## src/design/csc_pkg.sv

```systemverilog
// Shared constants and types of the clock source and start-up control block
package csc_pkg;

  // Register byte offsets
  localparam logic [7:0] REG_CTRL = 8'h00;
  localparam logic [7:0] REG_PLL = 8'h04;
  localparam logic [7:0] REG_ADDR = 8'h08;
  localparam logic [7:0] REG_STATUS = 8'h0c;
  localparam logic [7:0] REG_FUSE = 8'h10;

  // Field positions
  localparam int CTRL_MODE_LSB = 0;
  localparam int CTRL_SLEEP_BIT = 4;
  localparam int PLL_EN_BIT = 0;
  localparam int PLL_DIV_LSB = 4;

  // Reset values of software fields
  localparam logic [1:0] CTRL_MODE_RST = 2'h0;
  localparam logic PLL_EN_RST = 1'b0;
  localparam logic [3:0] PLL_DIV_RST = 4'h0;
  localparam logic [6:0] ADDR_RST = 7'h00;

  // Factory fuse state; a fuse bit reads 1 when unprogrammed
  localparam logic [3:0] FUSE_CLOCK_SOURCE_SELECT_DEF = 4'hf;
  localparam logic [1:0] FUSE_SUT_DEF = 2'h2;
  localparam logic FUSE_DIV8_DEF = 1'b0;

  // USB PLL: fixed multiplier, output and required input rate
  localparam int PLL_MULT = 24;
  localparam int USB_KHZ = 48000;
  localparam int PLL_IN_KHZ = USB_KHZ / PLL_MULT;

  // Reset time-out, in watchdog oscillator cycles
  localparam logic [13:0] TOUT_NONE = 14'h0000;
  localparam logic [13:0] TOUT_SHORT = 14'h0200;
  localparam logic [13:0] TOUT_LONG = 14'h2000;

  // Oscillator start-up counts, in selected oscillator cycles
  localparam logic [15:0] OSC_CK6 = 16'h0006;
  localparam logic [15:0] OSC_258 = 16'h0102;
  localparam logic [15:0] OSC_1K = 16'h0400;
  localparam logic [15:0] OSC_16K = 16'h4000;
  localparam logic [15:0] OSC_32K = 16'h8000;
  localparam logic [15:0] RESET_EXTRA_CK = 16'h000e;

  typedef enum logic [2:0] {
    ST_POR = 3'b000,
    ST_SAMPLE = 3'b001,
    ST_TIMEOUT = 3'b010,
    ST_OSC = 3'b011,
    ST_RUN = 3'b100,
    ST_SLEEP = 3'b101,
    ST_HOLD = 3'b110
  } csc_state_t;

  typedef enum logic [1:0] {
    SLP_IDLE = 2'b00,
    SLP_ADCNR = 2'b01,
    SLP_PDOWN = 2'b10,
    SLP_PSAVE = 2'b11
  } csc_sleep_t;

  typedef enum logic [1:0] {
    SRC_EXT = 2'b00,
    SRC_RC = 2'b01,
    SRC_LFX = 2'b10,
    SRC_LPX = 2'b11
  } csc_src_t;

  localparam logic [1:0] AXI_OKAY = 2'b00;
  localparam logic [1:0] AXI_SLVERR = 2'b10;

endpackage

```

## src/design/csc_tick_counter.sv

```systemverilog
// Start-up cycle counter advanced by an oscillator tick
`timescale 1ns/1ps
module csc_tick_counter #(
  parameter int WIDTH = 16
) (
  input wire logic core_clk, // System clock
  input wire logic resetn, // Asynchronous reset, active low
  input wire logic start, // Clears and starts a count
  input wire logic tick, // One pulse per oscillator cycle
  input wire logic [WIDTH-1:0] terminal, // Cycles to count
  output logic done // High once the count has completed
);
  typedef struct packed {
    logic busy;
    logic done;
    logic [WIDTH-1:0] cnt;
  } csc_cnt_state_t;

  csc_cnt_state_t r;
  csc_cnt_state_t next_r;

  always_comb begin
    next_r = r;
    if (start) begin
      next_r.cnt = '0;
      next_r.busy = (terminal != '0);
      next_r.done = (terminal == '0);
    end else if (r.busy && tick) begin
      next_r.cnt = r.cnt + 1'b1;
      if (r.cnt + 1'b1 == terminal) begin
        next_r.busy = 1'b0;
        next_r.done = 1'b1;
      end
    end
  end

  always_ff @(posedge core_clk or negedge resetn) begin
    if (!resetn) begin
      r <= '0;
    end else begin
      r <= next_r;
    end
  end

  assign done = r.done;
endmodule

```

## src/design/csc_clock_ctrl.sv

```systemverilog
// Clock source selection, domain gating and start-up sequencer
`timescale 1ns/1ps
module csc_clock_ctrl #(
  parameter int NUM_INT = 8,
  parameter logic [NUM_INT-1:0] ASYNC_INT_MASK = 8'h0f,
  parameter int OSC_KHZ = 16000
) (
  input wire logic core_clk, // 50 MHz system clock
  input wire logic resetn, // Power-on reset, active low
  input wire logic ext_reset_n, // Other reset sources, low while any holds
  input wire logic [3:0] fuse_clock_source_select, // Clock source fuses
  input wire logic [1:0] fuse_startup_time_select, // Start-up fuses
  input wire logic fuse_divide_by_eight, // Prescale fuse, 0 = programmed
  input wire logic wdt_osc_tick, // One pulse per watchdog oscillator cycle
  input wire logic osc_tick, // One pulse per selected oscillator cycle
  input wire logic [NUM_INT-1:0] ext_int, // External interrupt levels
  input wire logic addr_strobe, // Serial slave address byte valid
  input wire logic [6:0] addr_byte, // Received serial slave address
  input wire logic [7:0] awaddr, // AXI write address
  input wire logic awvalid, // AXI write address valid
  output logic awready, // AXI write address ready
  input wire logic [31:0] wdata, // AXI write data
  input wire logic [3:0] wstrb, // AXI write strobes
  input wire logic wvalid, // AXI write data valid
  output logic wready, // AXI write data ready
  output logic [1:0] bresp, // AXI write response
  output logic bvalid, // AXI write response valid
  input wire logic bready, // AXI write response ready
  input wire logic [7:0] araddr, // AXI read address
  input wire logic arvalid, // AXI read address valid
  output logic arready, // AXI read address ready
  output logic [31:0] rdata, // AXI read data
  output logic [1:0] rresp, // AXI read response
  output logic rvalid, // AXI read data valid
  input wire logic rready, // AXI read data ready
  output logic core_clock_en, // Core clock gate enable
  output logic flash_if_clock_en, // Flash interface clock gate enable
  output logic peripheral_clock_en, // Peripheral clock gate enable
  output logic async_timer_clock_en, // Asynchronous timer clock enable
  output logic converter_clock_en, // Converter clock enable
  output logic usb_pll_clock_en, // USB PLL clock enable
  output logic internal_reset_n, // Internal reset, active low
  output logic [1:0] osc_source, // Selected oscillator kind
  output logic [1:0] lp_freq_mode, // Low power crystal frequency range
  output logic addr_match // Pulse on own serial address seen
);
  typedef struct packed {
    csc_pkg::csc_state_t state;
    logic [3:0] clock_source_select;
    logic [1:0] startup_time_select;
    logic div8_fuse;
    logic from_reset;
    logic [2:0] pre_cnt;
    csc_pkg::csc_sleep_t mode;
    logic pll_en;
    logic [3:0] pll_div;
    logic [6:0] own_addr;
    logic [1:0] wake_cause;
    logic core_en;
    logic flash_en;
    logic io_en;
    logic asy_en;
    logic adc_en;
    logic usb_en;
    logic rst_n;
    logic [1:0] src;
    logic [1:0] lp_mode;
    logic addr_hit;
    logic tout_start;
    logic osc_start;
    logic awready;
    logic wready;
    logic aw_held;
    logic w_held;
    logic [7:0] waddr;
    logic [7:0] wbyte;
    logic wstrb0;
    logic bvalid;
    logic [1:0] bresp;
    logic arready;
    logic rvalid;
    logic [31:0] rdata;
    logic [1:0] rresp;
  } csc_ctrl_state_t;

  csc_ctrl_state_t r;
  csc_ctrl_state_t next_r;
  logic tout_done;
  logic osc_done;
  logic [15:0] osc_terminal;

  // Source kind from the clock select fuses; reserved codes fall back to RC
  function automatic logic [1:0] src_kind(input logic [3:0] ck);
    if (ck[3]) begin
      src_kind = csc_pkg::SRC_LPX;
    end else if (ck[3:1] == 3'b010) begin
      src_kind = csc_pkg::SRC_LFX;
    end else if (ck == 4'b0000) begin
      src_kind = csc_pkg::SRC_EXT;
    end else begin
      src_kind = csc_pkg::SRC_RC;
    end
  endfunction

  function automatic logic src_reserved(input logic [3:0] ck);
    src_reserved = (ck[3:1] == 3'b011) || (ck == 4'b0011) || (ck == 4'b0001);
  endfunction

  function automatic logic [13:0] tout_cycles(input logic [3:0] ck, input logic [1:0] startup_time_select);
    tout_cycles = csc_pkg::TOUT_NONE;
    if (ck[3]) begin
      case ({ck[0], startup_time_select})
        3'b000, 3'b011, 3'b110: tout_cycles = csc_pkg::TOUT_SHORT;
        3'b001, 3'b100, 3'b111: tout_cycles = csc_pkg::TOUT_LONG;
        default: tout_cycles = csc_pkg::TOUT_NONE;
      endcase
    end else begin
      case (startup_time_select)
        2'b01: tout_cycles = csc_pkg::TOUT_SHORT;
        2'b10: tout_cycles = csc_pkg::TOUT_LONG;
        default: tout_cycles = csc_pkg::TOUT_NONE;
      endcase
    end
  endfunction

  function automatic logic [15:0] osc_cycles(input logic [3:0] ck, input logic [1:0] startup_time_select);
    osc_cycles = csc_pkg::OSC_CK6;
    if (ck[3]) begin
      case ({ck[0], startup_time_select})
        3'b000, 3'b001: osc_cycles = csc_pkg::OSC_258;
        3'b010, 3'b011, 3'b100: osc_cycles = csc_pkg::OSC_1K;
        default: osc_cycles = csc_pkg::OSC_16K;
      endcase
    end else if (ck[3:1] == 3'b010) begin
      osc_cycles = ck[0] ? csc_pkg::OSC_32K : csc_pkg::OSC_1K;
    end
  endfunction

  logic pll_ok;
  logic int_wake;
  logic addr_seen;
  logic div8_on;
  logic [7:0] rd_addr;

  // A bad prescale keeps the USB clock off rather than run it off-rate
  assign pll_ok = ((32'(r.pll_div) + 32'd1) * csc_pkg::PLL_IN_KHZ) == OSC_KHZ;
  // With the peripheral clock halted only the async-detected lines can wake
  assign int_wake = |(ext_int & (r.io_en ? {NUM_INT{1'b1}} : ASYNC_INT_MASK));
  assign addr_seen = addr_strobe && (addr_byte == r.own_addr);
  assign div8_on = !r.div8_fuse;
  assign rd_addr = araddr;
  // Wake-up adds the 14-cycle reset extra only on the reset path
  assign osc_terminal = osc_cycles(r.clock_source_select, r.startup_time_select) +
    (r.from_reset ? csc_pkg::RESET_EXTRA_CK : 16'h0000);

  csc_tick_counter #(.WIDTH(14)) u_tout (
    .core_clk(core_clk),
    .resetn(resetn),
    .start(r.tout_start),
    .tick(wdt_osc_tick),
    .terminal(tout_cycles(r.clock_source_select, r.startup_time_select)),
    .done(tout_done)
  );

  csc_tick_counter #(.WIDTH(16)) u_osc (
    .core_clk(core_clk),
    .resetn(resetn),
    .start(r.osc_start),
    .tick(osc_tick),
    .terminal(osc_terminal),
    .done(osc_done)
  );

  always_comb begin
    next_r = r;
    next_r.tout_start = 1'b0;
    next_r.osc_start = 1'b0;
    next_r.addr_hit = addr_seen;
    case (r.state)
      csc_pkg::ST_POR: begin
        next_r.state = csc_pkg::ST_SAMPLE;
      end
      csc_pkg::ST_SAMPLE: begin
        // Captured once here and never again until power-on reset
        next_r.clock_source_select = fuse_clock_source_select;
        next_r.startup_time_select = fuse_startup_time_select;
        next_r.div8_fuse = fuse_divide_by_eight;
        next_r.from_reset = 1'b1;
        if (ext_reset_n) begin
          next_r.tout_start = 1'b1;
          next_r.state = csc_pkg::ST_TIMEOUT;
        end else begin
          next_r.state = csc_pkg::ST_HOLD;
        end
      end
      csc_pkg::ST_HOLD: begin
        if (ext_reset_n) begin
          next_r.from_reset = 1'b1;
          next_r.tout_start = 1'b1;
          next_r.state = csc_pkg::ST_TIMEOUT;
        end
      end
      csc_pkg::ST_TIMEOUT: begin
        if (tout_done && !r.tout_start) begin
          next_r.osc_start = 1'b1;
          next_r.state = csc_pkg::ST_OSC;
        end
      end
      csc_pkg::ST_OSC: begin
        if (osc_done && !r.osc_start) begin
          next_r.state = csc_pkg::ST_RUN;
        end
      end
      csc_pkg::ST_RUN: begin
        if (r.awready == 1'b0 && r.aw_held && r.w_held && !r.bvalid &&
            r.waddr == csc_pkg::REG_CTRL && r.wstrb0 && r.wbyte[csc_pkg::CTRL_SLEEP_BIT]) begin
          next_r.wake_cause = 2'b00;
          next_r.state = csc_pkg::ST_SLEEP;
        end
      end
      csc_pkg::ST_SLEEP: begin
        if (int_wake || addr_seen) begin
          next_r.wake_cause = {addr_seen, int_wake};
          if (r.mode == csc_pkg::SLP_PDOWN || r.mode == csc_pkg::SLP_PSAVE) begin
            // Supply is assumed good after deep sleep: no time-out
            next_r.from_reset = 1'b0;
            next_r.osc_start = 1'b1;
            next_r.state = csc_pkg::ST_OSC;
          end else begin
            next_r.state = csc_pkg::ST_RUN;
          end
        end
      end
      default: begin
        next_r.state = csc_pkg::ST_POR;
      end
    endcase
    if (!ext_reset_n && r.state != csc_pkg::ST_POR && r.state != csc_pkg::ST_SAMPLE) begin
      next_r.state = csc_pkg::ST_HOLD;
    end

    // System clock prescaler; divide by eight when that fuse is programmed
    next_r.pre_cnt = (next_r.state == csc_pkg::ST_RUN) ? r.pre_cnt + 3'h1 : 3'h0;
    next_r.core_en = (next_r.state == csc_pkg::ST_RUN) &&
      (!div8_on || next_r.pre_cnt == 3'h0);
    next_r.flash_en = next_r.core_en;
    next_r.usb_en = (next_r.state == csc_pkg::ST_RUN) && r.pll_en && pll_ok;
    next_r.rst_n = (next_r.state == csc_pkg::ST_RUN) || (next_r.state == csc_pkg::ST_SLEEP);
    next_r.src = src_kind(r.clock_source_select);
    next_r.lp_mode = r.clock_source_select[3] ? r.clock_source_select[2:1] : 2'b00;

    // AXI4-Lite write channel: address and data taken in either order
    if (awvalid && r.awready) begin
      next_r.awready = 1'b0;
      next_r.aw_held = 1'b1;
      next_r.waddr = awaddr;
    end
    if (wvalid && r.wready) begin
      next_r.wready = 1'b0;
      next_r.w_held = 1'b1;
      next_r.wbyte = wdata[7:0];
      next_r.wstrb0 = wstrb[0];
    end
    if (r.aw_held && r.w_held && !r.bvalid) begin
      next_r.aw_held = 1'b0;
      next_r.w_held = 1'b0;
      next_r.bvalid = 1'b1;
      next_r.bresp = csc_pkg::AXI_OKAY;
      case (r.waddr)
        csc_pkg::REG_CTRL: begin
          if (r.wstrb0) begin
            next_r.mode = csc_pkg::csc_sleep_t'(r.wbyte[csc_pkg::CTRL_MODE_LSB +: 2]);
          end
        end
        csc_pkg::REG_PLL: begin
          if (r.wstrb0) begin
            next_r.pll_en = r.wbyte[csc_pkg::PLL_EN_BIT];
            next_r.pll_div = r.wbyte[csc_pkg::PLL_DIV_LSB +: 4];
          end
        end
        csc_pkg::REG_ADDR: begin
          if (r.wstrb0) begin
            next_r.own_addr = r.wbyte[6:0];
          end
        end
        csc_pkg::REG_STATUS, csc_pkg::REG_FUSE: begin
          next_r.bresp = csc_pkg::AXI_OKAY;
        end
        default: begin
          next_r.bresp = csc_pkg::AXI_SLVERR;
        end
      endcase
    end
    if (r.bvalid && bready) begin
      next_r.bvalid = 1'b0;
      next_r.awready = 1'b1;
      next_r.wready = 1'b1;
    end

    // Gate on the mode that lands with the sleep write, so the first sleep cycle is right
    next_r.io_en = (next_r.state == csc_pkg::ST_RUN) ||
      (next_r.state == csc_pkg::ST_SLEEP && next_r.mode == csc_pkg::SLP_IDLE);
    next_r.adc_en = (next_r.state == csc_pkg::ST_RUN) ||
      (next_r.state == csc_pkg::ST_SLEEP &&
       (next_r.mode == csc_pkg::SLP_IDLE || next_r.mode == csc_pkg::SLP_ADCNR));
    next_r.asy_en = (next_r.state == csc_pkg::ST_RUN) ||
      (next_r.state == csc_pkg::ST_SLEEP && next_r.mode != csc_pkg::SLP_PDOWN);

    // AXI4-Lite read channel
    if (arvalid && r.arready) begin
      next_r.arready = 1'b0;
      next_r.rvalid = 1'b1;
      next_r.rresp = csc_pkg::AXI_OKAY;
      next_r.rdata = 32'h0000_0000;
      case (rd_addr)
        csc_pkg::REG_CTRL: next_r.rdata[1:0] = r.mode;
        csc_pkg::REG_PLL: next_r.rdata[7:0] = {r.pll_div, 3'h0, r.pll_en};
        csc_pkg::REG_ADDR: next_r.rdata[6:0] = r.own_addr;
        csc_pkg::REG_STATUS: next_r.rdata[18:0] = {r.wake_cause, r.usb_en, r.asy_en,
          r.adc_en, r.io_en, pll_ok, 1'b0, r.clock_source_select[3:1], r.startup_time_select == 2'b11 && !r.clock_source_select[3],
          src_reserved(r.clock_source_select), src_kind(r.clock_source_select), div8_on, r.state};
        csc_pkg::REG_FUSE: next_r.rdata[6:0] = {r.div8_fuse, r.startup_time_select, r.clock_source_select};
        default: next_r.rresp = csc_pkg::AXI_SLVERR;
      endcase
    end
    if (r.rvalid && rready) begin
      next_r.rvalid = 1'b0;
      next_r.arready = 1'b1;
    end
  end

  always_ff @(posedge core_clk or negedge resetn) begin
    if (!resetn) begin
      r <= '0;
      r.state <= csc_pkg::ST_POR;
      r.clock_source_select <= csc_pkg::FUSE_CLOCK_SOURCE_SELECT_DEF;
      r.startup_time_select <= csc_pkg::FUSE_SUT_DEF;
      r.div8_fuse <= csc_pkg::FUSE_DIV8_DEF;
      r.mode <= csc_pkg::csc_sleep_t'(csc_pkg::CTRL_MODE_RST);
      r.pll_en <= csc_pkg::PLL_EN_RST;
      r.pll_div <= csc_pkg::PLL_DIV_RST;
      r.own_addr <= csc_pkg::ADDR_RST;
      r.awready <= 1'b1;
      r.wready <= 1'b1;
      r.arready <= 1'b1;
    end else begin
      r <= next_r;
    end
  end

  assign awready = r.awready;
  assign wready = r.wready;
  assign bvalid = r.bvalid;
  assign bresp = r.bresp;
  assign arready = r.arready;
  assign rvalid = r.rvalid;
  assign rdata = r.rdata;
  assign rresp = r.rresp;
  assign core_clock_en = r.core_en;
  assign flash_if_clock_en = r.flash_en;
  assign peripheral_clock_en = r.io_en;
  assign async_timer_clock_en = r.asy_en;
  assign converter_clock_en = r.adc_en;
  assign usb_pll_clock_en = r.usb_en;
  assign internal_reset_n = r.rst_n;
  assign osc_source = r.src;
  assign lp_freq_mode = r.lp_mode;
  assign addr_match = r.addr_hit;
endmodule

```

## config.mk

```make
export PLATFORM = sky130hd
export DESIGN_NAME = csc_clock_ctrl
export DESIGN_NICKNAME = d
export VERILOG_FILES = /design/src/design/csc_pkg.sv /design/src/design/csc_tick_counter.sv /design/src/design/csc_clock_ctrl.sv
export SDC_FILE = /design/constraint.sdc
export NUM_CORES = 1
export LEC_CHECK = 0
export ABC_AREA = 1
export BUFFER_PORTS_ARGS = -buffer_cell sky130_fd_sc_hd__buf_2
export CORE_UTILIZATION = 35
export DETAILED_ROUTE_END_ITERATION = 8
export HOLD_SLACK_MARGIN = 0.1
export PLACE_DENSITY = 0.64
export SYNTH_ARGS = -nofsm -noshare
export SYNTH_HDL_FRONTEND = slang
export SYNTH_HIERARCHICAL = 1
export SYNTH_SLANG_ARGS = --single-unit
```

## constraint.sdc

```tcl
create_clock -name core_clk -period 4.7 [get_ports core_clk]
set_input_delay 1.175 -clock core_clk [delete_from_list [all_inputs] [get_ports core_clk]]
set_output_delay 1.175 -clock core_clk [all_outputs]
set_load 0.02 [all_outputs]
```

Yosys cells after proc, flatten, opt, wreduce, memory -nomap -nowiden
Cells that the tools add are included.
{"block": "word_totals", "ff_bits": 124, "output_inout_bits": 53, "in_bits": 85}
{"block": "classes", "addsub": 5, "eq_ne": 42, "n_reduce_logical": 81, "bitwise_logic": 2, "mul": 1, "mux": 65}
{"cell": "16-bit two-way mux", "n": 5}
{"cell": "14-bit one-hot mux with 2 select lines", "n": 2}
{"cell": "18-bit two-way mux", "n": 2}
{"cell": "36-bit two-way mux", "n": 1}
{"cell": "8-bit by 4-bit == test with 1-bit output (second input constant)", "n": 4}
{"cell": "3-bit two-way mux", "n": 10}
{"cell": "15-bit one-hot mux with 2 select lines", "n": 1}
{"cell": "14-bit two-way mux", "n": 2}
{"cell": "2-bit two-way mux", "n": 14}
{"cell": "1-bit logical AND", "n": 27}
{"cell": "3-bit == test (second input constant)", "n": 8}
{"cell": "2-bit nonzero test", "n": 11}
{"cell": "3-bit one-hot mux with 7 select lines", "n": 1}
{"cell": "5-bit one-hot mux with 4 select lines", "n": 1}
{"cell": "3-bit by 2-bit == test with 1-bit output (second input constant)", "n": 6}
{"cell": "16-bit by 1-bit adder with 16-bit output (second input constant)", "n": 1}
{"cell": "16-bit by 4-bit adder with 16-bit output", "n": 1}
{"cell": "16-bit == test", "n": 1}
{"cell": "8-bit by 3-bit == test with 1-bit output (second input constant)", "n": 2}
{"cell": "8-bit by 5-bit == test with 1-bit output (second input constant)", "n": 2}
{"cell": "16-bit zero test", "n": 1}
{"cell": "8-bit zero test", "n": 2}
{"cell": "16-bit nonzero test", "n": 1}
{"cell": "14-bit by 1-bit adder with 14-bit output (second input constant)", "n": 1}
{"cell": "40 further kinds", "n": 89}

Logic depth before layout (Yosys ltp)
Gate-level depths: netlist (run 1).
{"block": "logic_depth", "word_depth": 15, "mapped_depth": 19}

Modules after synthesis
Netlist (run 1), hierarchy kept.
{"module": "csc_clock_ctrl", "seq_area_each_um2": 2187.1, "instances": 1, "area_each_um2": 5094.9, "cells_each": 616}
{"module": "csc_tick_counter (u_osc)", "seq_area_each_um2": 450.4, "instances": 1, "area_each_um2": 1486.4, "cells_each": 234}
{"module": "csc_tick_counter (u_tout)", "seq_area_each_um2": 400.4, "instances": 1, "area_each_um2": 1341.3, "cells_each": 198}

Worst setup path before layout (run 1)
OpenSTA, ideal clock, no wires.
{"block": "synth_path", "path_type": "register to register", "startpoint": "register r[84] (netlist name)", "endpoint": "register r (netlist bit rdata[12])", "required_ns": 4.617, "setup_slack_ns": 0.913, "path_stages_with_launch": 17, "period_less_slack_ns": 3.787, "t_arrival_ns": 3.705, "setup_ns": 0.083, "path_cell_list": "dfrtp_1 -> nand3_1 -> xor2_1 -> inv_1 -> fa_1 -> fa_1 -> fa_1 -> ha_1 -> a21oi_1 -> nand2_1 -> nand2_1 -> o21ai_0 -> a21oi_1 -> nand2_1 -> nor2_1 -> nand3_1 -> o21ai_0"}
{"block": "synth_between", "elab_chain_len": 4}
{"element": "start, declared", "line": "csc_clock_ctrl.sv:86", "source": "csc_ctrl_state_t r;"}
{"element": "start signal, assigned", "line": "csc_clock_ctrl.sv:347", "source": "r <= next_r;"}
{"element": "4-bit by 1-bit adder with 5-bit output", "line": "csc_clock_ctrl.sv:146", "source": "assign pll_ok = ((32'(r.pll_div) + 32'd1) * csc_pkg::PLL_IN_KHZ) == OSC_KHZ;"}
{"element": "5-bit by 7-bit multiplier with 12-bit output", "line": "csc_clock_ctrl.sv:146"}
{"element": "12-bit by 10-bit == test with 1-bit output", "line": "csc_clock_ctrl.sv:146"}
{"element": "11-bit two-way mux", "line": "csc_clock_ctrl.sv:315", "source": "case (rd_addr)"}
No other way between the ends.
A chain may end at the register's enable or synchronous reset.

Worst setup path after layout (run 1)
Ends and elaborated chain as after synthesis.

==> impl_metrics.tcl, run 1 <==
set metrics [dict create \
    clkPwrFrac_pct 29.0 \
    skew_ps 7.94 \
    ys_top_cells_by_area "dfrtp_1 36%, nand2_1 14%, inv_1 7.3%" \
    gp_congestion 0.833 \
    die_h_um 152 \
    r2r_cells 16 \
    grt_use_total_pct 17.7 \
    ys_ff_latch 121 \
    tns_ps 0 \
    ff2ff_setup_slack_ps 500 \
    cp_max_fo 6 \
    hold_depth 1 \
    synthArstFlopShare_pct 100 \
    crit_type "flop to flop" \
    drive_gt1_share_pct 15.9 \
    overflow 0 \
    worst_pin_slew_ps 880 \
    drv_slew 0 \
    r2r_end "rdata[12]$_DFFE_PN0P_" \
    synth_top_area_cell "dfrtp_1" \
    setup_viol 0 \
    die-area_um2 23200 \
    cts_num_sinks 121 \
    routed_wl_mm 19.4 \
    initial_utilization_pct 36.0 \
    powerDensity_nw_per_um2 488 \
    worstHoldEndpoint "r[90]$_DFF_PN0_" \
    final_nets 1304 \
    drtAntennaViolNets 0 \
    grt_max_degree 76 \
    fill_cells 2232 \
    routedWlPerCell_um 13.2 \
    synth_edf_count 0 \
    switchingPower_mw 1.83 \
    worstPathArrival_ps 4540 \
    rr_startpoint "r[84]$_DFFE_PN0P_" \
    portBuffers 94 \
    cts.clk_slew.worst_paths_ps 60 \
    ys.flop_type "dfrtp_1" \
    hold_violations 0 \
    first_pass_iters 9 \
    cp-end-kind "flop" \
    relSlewSlack_pct 41.2 \
    post_cts.repair.setup_buffers 0 \
    cp_data_required_time_ps 5040 \
    drcViolationCount 2 \
    netlist_area_um2 7920 \
    p_int_mw 2.70 \
    ff_latch_area_um2 3040 \
    h-tree-depth 4 \
    cts_resized 0 \
    period_share_pct 89.3 \
    vias_per_cell 4.71 \
    antenna_found_initial 0 \
    power.leakage_nw 4.78 \
    cts_max_path_buffers 2 \
    min_path_type "flop to flop" \
    ys_seq_area_share_pct 38.3 \
    p_comb_share_pct 37.5 \
    first_iter_violations 482 \
    num_vias 6940 \
    swShare_pct 40.4 \
    rsz0062_at_grt "false" \
    syn_inst 1048 \
    grt_pass1_wl_mm 32.5 \
    start_kind "flop" \
    violations "DRC" \
    hold_start "r[90]$_DFF_PN0_" \
    max_freq_ghz 0.238 \
    synth.top_cell.area_share_pct 35.7 \
    rows 54 \
    ir_drop_v 0.000288 \
    status "finished with violations" \
    p_total_mw 4.52 \
    ios 138 \
    multi_input_area_um2 4180 \
    tritoncts "built" \
    area_delta_synth_final_pct 17.0 \
    syn_avg_cell_area_um2 7.56 \
    share_seq_of_total_power_pct 33.5 \
    maxCapViolations 0 \
    synth.distinct_cells 48 \
    coreArea_um2 22000 \
    root_buffer "clkbuf_16" \
    period_minus_slack_ps 4200 \
    clock_latency_ps 420 \
    grt_pass1_vias 6627 \
    die_w_um 152 \
    antenna_cells 0 \
    ys_warn_count 6 \
    cts_hold_buf 0 \
    dp_hpwl_mm 14.8 \
    numCtsBuffers 17 \
]
[Yosys cell counts, types with 7 or more instances]
| library cell | number |
|---|---|
| nor3_1 | 10 |
| nand3_1 | 75 |
| buf_4 | 41 |
| nand4_1 | 21 |
| o22ai_1 | 21 |
| fa_1 | 11 |
| a22o_1 | 7 |
| dfstp_2 | 8 |
| a21oi_1 | 22 |
| nor2_2 | 8 |
| nand2_1 | 285 |
| o21ai_0 | 63 |
| inv_1 | 154 |
| clkbuf_1 | 8 |
| nand3_2 | 13 |
| nand3b_1 | 11 |
| nor2_1 | 71 |
| ha_1 | 28 |
| dfrtp_1 | 113 |
| nand2_2 | 14 |
[registers in the layout, indices dropped and copies added, names as in the netlist, 2 cells and up]
signal,count
r,51
rdata,18
u_osc/r,17
u_tout/r,15
lp_freq_mode,2
osc_source,2
[worst max-delay path, stage by stage (launching register included)]
cell and delay (ps):
dfrtp_1 440, nand3_1 130, xor2_1 300, inv_1 200, fa_1 710, fa_1 480
fa_1 460, ha_1 360, a21oi_1 170, nand2_1 100, nand2_1 60, o21ai_0 70
a21oi_1 150, nand2_1 80, nor2_1 130, nand3_1 90, o21ai_0 160
[final cells by class]
class	instances	area share, %
flip-flops and latches	121	32.8
repair buffers	95	5.32
inverters	164	6.64
clock buffers	20	4.82
well taps	280	3.78
clock inverters	12	1.54
multi-input cells	781	45.1
[layout by cell type, fill, tap and decap left out, types with 8 or more instances in the layout]
master	Yosys	layout
a21oi_1	22	22
buf_2	0	93
clkbuf_16	0	17
conb_1	1	69
dfrtp_1	113	113
dfstp_2	8	8
fa_1	11	11
ha_1	28	28
inv_1	154	154
nand2_1	285	285
nand2_2	14	14
nand3_1	75	75
nand3_2	13	13
nand3b_1	11	11
nand4_1	21	21
nor2_1	71	71
nor2_2	8	8
nor3_1	10	10
o21ai_0	63	63
o22ai_1	21	21
[stage by stage]
step	util (%)	hold slack (ps)	cell area [um^2]	instances	setup WS (ps)
4_1_cts	42.1	469	9270	1473	510
5_1_grt	42.1	481	9270	1473	217
6_report	42.1	467	9270	1473	502
3_3_place_gp	39.4	451	8680	1441	612
3_5_place_dp	39.4	461	8680	1441	533
2_1_floorplan	-	431	8180	1116	913
[power groups by stage]
stage / clock, mW / combinational, mW / sequential, mW
floorplan: 0 / 1.30 / 1.50
global placement: 0 / 1.66 / 1.52
detailed placement: 0 / 1.68 / 1.53
CTS: 1.34 / 1.70 / 1.51
global route: 1.39 / 1.95 / 1.55
finish: 1.31 / 1.70 / 1.52
[routing by layer]
layer	GRT usage [%]	vias to the layer above	wire (um)
li1	-	3566	-
met1	23.5	3175	9210
met2	27.8	169	8830
met3	4.38	30	1010
met4	6.49	0	362
met5	0	-	0
[kinds of logic after synthesis]
| kind of cell | after synthesis | synth area share, % |
|---|---|---|
| simple gates | 528 | 31.3 |
| buf+inv | 214 | 12.1 |
| xor+xnor | 8 | 0.884 |
| other cells | 1 | 0.0473 |
| flops | 121 | 38.3 |
| mux | 1 | 0.142 |
| fa+ha+maj | 39 | 7.20 |
| compound gates | 136 | 10.0 |
[worst max-delay path by stage]
stage,to,from,cells after the start
6_report,rdata[12]$_DFFE_PN0P_,r[84]$_DFFE_PN0P_,16
5_1_grt,rdata[12]$_DFFE_PN0P_,r[84]$_DFFE_PN0P_,16
4_1_cts,rdata[12]$_DFFE_PN0P_,r[84]$_DFFE_PN0P_,16
3_5_place_dp,rdata[12]$_DFFE_PN0P_,r[84]$_DFFE_PN0P_,16
3_3_place_gp,rdata[12]$_DFFE_PN0P_,r[84]$_DFFE_PN0P_,16
2_1_floorplan,rdata[12]$_DFFE_PN0P_,r[84]$_DFFE_PN0P_,16
Note: power is estimated with default switching activity, not from simulation.
==> run 2, diff against run 1 <==
- CELL_PAD_IN_SITES_DETAIL_PLACEMENT: default -> 2
- CELL_PAD_IN_SITES_GLOBAL_PLACEMENT: default -> 2
- CORE_UTILIZATION: 35 -> 33
- PLACE_DENSITY: 0.64 -> 0.92
==> run 2 against run 1 <==
Compared with the run above:
- combinational power up 22%
- first-iteration DRC count fell by 22%
- clock-buffer cell count did not move
- non-clock buffer count increased by 5
- die area rose by 6.0%
- the flow now finishes without violations
- routed wire length up 72%
==> impl_metrics.tcl, run 2 (synthesis gave the netlist of run 1 again) <==
set metrics [dict create \
    cts_max_path_buffers 2 \
    num_vias 7908 \
    maxCapViolations 0 \
    whs_ps 484 \
    power.leakage_nw 4.81 \
    ir_drop_v 0.000286 \
    max_freq_ghz 0.227 \
    worstPathArrival_ps 4740 \
    period_share_pct 93.7 \
    cts_num_sinks 121 \
    p_total_mw 5.00 \
    status "finished clean" \
    grt_pass1_vias 9165 \
    grt_pass1_wl_mm 52.0 \
    die_w_um 157 \
    tns_ps 0 \
    routed_wl_mm 33.4 \
    antenna_cells 0 \
    clock_latency_ps 430 \
    cp_max_fo 6 \
    final_cell_mix "284 x nand2_1, 154 x inv_1, 112 x dfrtp_1" \
    grt_use_total_pct 28.3 \
    final_common_cell "nand2_1" \
    crit_type "flop to flop" \
    dp_hpwl_mm 22.1 \
    ios 138 \
    area_delta_synth_final_pct 18.1 \
    drive_gt1_share_pct 16.8 \
    powerDensity_nw_per_um2 534 \
    min_path_type "flop to flop" \
    drv_slew 0 \
    initial_utilization_pct 33.7 \
    coreArea_um2 23500 \
    final_nets 1309 \
    root_buffer "clkbuf_16" \
    first_iter_violations 375 \
    drcViolationCount 0 \
    antenna_found_initial 1 \
    cts_hold_buf 0 \
    first_pass_iters 5 \
    setup_viol 0 \
    hold_violations 0 \
    die-area_um2 24600 \
    die_h_um 157 \
    h-tree-depth 4 \
    vias_per_cell 5.21 \
    portBuffers 94 \
    cp_data_required_time_ps 5030 \
    start_kind "flop" \
    largest_reg_flops 51 \
    routedWlPerCell_um 22.0 \
    cts.clk_slew.worst_paths_ps 60 \
    worst_pin_slew_ps 738 \
    overflow 0 \
    top_register "r" \
    cp-end-kind "flop" \
    drtAntennaViolNets 0 \
    skew_ps 10.8 \
    period_minus_slack_ps 4400 \
    fin_area_um2 9360 \
    numCtsBuffers 17 \
    grt_max_degree 83 \
    rsz0062_at_grt "false" \
    rows 56 \
    tritoncts "built" \
    relSlewSlack_pct 50.6 \
    gp_congestion 0.793 \
    place_area_um2 8740 \
]
[run 2: area by class of cell]
class,instances,area (um^2)
inverter,164,616
clock inverter,12,126
timing repair buffer,100,531
fill,2797,14200
sequential,121,3040
multi-input combinational,781,4200
clock buffer,20,447
tap,319,399
[run 2: final timing paths]
kind                                          to  cells after the start  slack (ps)         startpoint
max                        rdata[12]$_DFFE_PN0P_                     18         300  r[83]$_DFFE_PN0P_
min                            r[54]$_DFFE_PN0P_                      2         480  r[54]$_DFFE_PN0P_
max reg2reg                rdata[12]$_DFFE_PN0P_                     18         300  r[83]$_DFFE_PN0P_
min reg2reg                    r[54]$_DFFE_PN0P_                      2         480  r[54]$_DFFE_PN0P_
max in group asynchronous    arready$_DFFE_PN1P_                      2        3070             resetn
min in group asynchronous      r[55]$_DFFE_PN0P_                      1         730             resetn
[run 2: stage by stage]
stage          utilization (%)  worst slack [ps]  std cells
6_report                  39.8               296       1517
5_1_grt                   39.8              33.8       1517
4_1_cts                   39.6              75.9       1513
3_5_place_dp              37.1               163       1481
3_3_place_gp              37.1               542       1481
2_1_floorplan                -               913       1116
[run 2: power by group]
part           switching [mW]  internal, mW  leakage, nW  total (mW)
Sequential              0.277          1.31         1.57        1.59
Clock                   0.545         0.792        0.280        1.34
Combinational            1.43         0.641         2.96        2.07
[run 2: metal layers]
| layer | routed length, um | share of wire, % | GRT usage, % |
|---|---|---|---|
| met2 | 17500 | 53 | 51.7 |
| met4 | 1490 | 4.5 | 15.3 |
| met3 | 1290 | 3.9 | 5.26 |
| met1 | 13000 | 39 | 30.8 |
| met5 | 12 | 0.036 | 0 |
[run 2: repair_timing]
action / CTS / global route
pin swaps: 0 / 2
setup buffers: 0 / 4
endpoints found under the setup margin: 1 / 2
resized for setup: 1 / 5
endpoints found under the hold margin: 0 / 0
[run 2: worst max-delay path, stage by stage, from the launching register on]
cell	delay [ps]
dfrtp_1	460
ha_1	270
inv_1	90
nand2_1	90
nand2_2	140
inv_1	140
fa_2	610
fa_1	470
fa_1	490
ha_1	370
a21oi_1	150
nand2_1	130
nand2_1	90
o21ai_0	80
a21oi_1	140
nand2_1	90
nor2_1	160
nand3_1	130
o21ai_0	220
==> run 3, diff against run 2 <==
- CORE_UTILIZATION: 33 -> 35
- GPL_TIMING_DRIVEN: default -> 0
- PLACE_DENSITY: 0.92 -> 0.95
- REMOVE_ABC_BUFFERS: default -> 1
- clock period: 4.7 -> 5.36 ns (I/O delays scaled with it)
==> run 3 against run 2 <==
Compared with the run above:
- sequential share of layout area increased by 0.21 points
- power decreased by 11%
- clock skew about the same
- non-clock buffer count decreased by 5
==> impl_metrics.tcl, run 3 (synthesis gave the netlist of run 1 again) <==
set metrics [dict create \
    die-area_um2 23200 \
    ios 138 \
    vias_per_cell 5.43 \
    start_kind "flop" \
    routedWlPerCell_um 23.7 \
    final_nets 1304 \
    cts_hold_buf 0 \
    grt_util_met1_pct 32.9 \
    die_w_um 152 \
    max_freq_ghz 0.201 \
    h-tree-depth 4 \
    rsz0062_at_grt "false" \
    setup_viol 0 \
    drcViolationCount 0 \
    fin_area_um2 9300 \
    cp_data_required_time_ps 5730 \
    grt.busiest_layer "met2" \
    hold_violations 0 \
    layout_setup_ws_ps 394 \
    cp_max_fo 6 \
    period_share_pct 92.7 \
    portBuffers 94 \
    first_iter_violations 361 \
    dp_hpwl_mm 21.9 \
    skew_ps 11.2 \
    grt_max_degree 94 \
    top_register "r" \
    cts.clk_slew.worst_paths_ps 70 \
    post-place-ws_ps 694 \
    final_cell_mix "285 x nand2_1, 154 x inv_1, 113 x dfrtp_1" \
    final_common_cell "nand2_1" \
    num_vias 8011 \
    min_path_type "flop to flop" \
    drive_gt1_share_pct 16.1 \
    routed_wl_mm 35.0 \
    drtAntennaViolNets 0 \
    initial_utilization_pct 36.0 \
    grt_use_total_pct 31.0 \
    grt_use_met3_pct 5.80 \
    cts_max_path_buffers 2 \
    power.leakage_nw 4.81 \
    p_total_mw 4.46 \
    ir_drop_v 0.000356 \
    period_minus_slack_ps 4970 \
    met2_usage_pct 57.6 \
    first_pass_iters 7 \
    maxCapViolations 0 \
    tns_ps 0 \
    antenna_found_initial 2 \
    grt_pass1_vias 9374 \
    crit_type "flop to flop" \
    root_buffer "clkbuf_16" \
    largest_reg_flops 51 \
    worst_pin_slew_ps 1020 \
    gp_congestion 0.827 \
    powerDensity_nw_per_um2 480 \
    status "finished clean" \
    tritoncts "built" \
    drv_slew 0 \
    cts_resized 0 \
    rows 54 \
    coreArea_um2 22000 \
    cp-end-kind "flop" \
    clock_latency_ps 440 \
    overflow 0 \
    cts_num_sinks 121 \
    area_delta_synth_final_pct 17.4 \
    die_h_um 152 \
    numCtsBuffers 17 \
    worstPathArrival_ps 5330 \
    grt_pass1_wl_mm 54.9 \
    relSlewSlack_pct 32.1 \
    post_cts.repair.setup_buffers 0 \
    place_area_um2 8690 \
]
## run 3: cell count changes in the layout (fill, tap and decap cells not counted), moves of 2 or more
cell	change
buf_4	-6
inv_6	+7
inv_8	+2
clkbuf_1	-2
clkinv_2	-5
clkinvlp_4	-2
## run 3: worst paths after layout
check / depth (start not counted) / startpoint / to / slack, ps
setup / recovery: 16 / r[83]$_DFFE_PN0P_ / usb_pll_clock_en$_DFF_PN0_ / 390
hold / removal: 2 / wready$_DFFE_PN1P_ / wready$_DFFE_PN1P_ / 500
setup reg to reg: 16 / r[83]$_DFFE_PN0P_ / usb_pll_clock_en$_DFF_PN0_ / 390
hold reg to reg: 2 / wready$_DFFE_PN1P_ / wready$_DFFE_PN1P_ / 500
max in group asynchronous: 2 / resetn / r[100]$_DFFE_PN1N_ / 3760
min in group asynchronous: 1 / resetn / r[55]$_DFFE_PN0P_ / 780
## run 3: through the flow
stage                     instances  utilization [%]  hold slack, ps
after floorplan                1066                -             431
after global placement         1440             39.3             452
after detailed placement       1441             39.5             474
after CTS                      1473             42.2             503
after global routing           1473             42.2             520
final                          1474             42.2             499
## run 3: report_power, final
| group | internal, mW | leakage, nW | switching [mW] |
|---|---|---|---|
| registers | 1.15 | 1.57 | 0.243 |
| logic | 0.537 | 2.94 | 1.29 |
| clock network | 0.705 | 0.298 | 0.536 |
## run 3: metal layers
| metal | wire length [um] | vias to the layer above |
|---|---|---|
| met5 | 12 | - |
| met3 | 1200 | 109 |
| met4 | 1870 | 2 |
| li1 | - | 3541 |
| met2 | 18600 | 237 |
| met1 | 13200 | 4122 |
## run 3: critical path, cell delays in order, from the launching register on
cell	delay, ps
dfrtp_1	530
nand3_1	140
xor2_1	440
inv_1	280
fa_1	780
fa_1	500
fa_1	480
ha_1	380
a21oi_1	200
nand2_1	140
nand2_1	110
o21ai_0	90
a21oi_1	130
nand2_1	80
nor2_1	250
nand4_1	230
nor2_1	150
## run 3: area by class of cell
cell class	instances	area, um^2
Sequential cell	121	3040
Clock inverter	15	179
Multi-Input combinational cell	781	4180
Fill cell	2545	12700
Tap cell	280	350
Inverter	164	616
Timing Repair Buffer	95	504
Clock buffer	17	425
Antenna cell	1	2.50
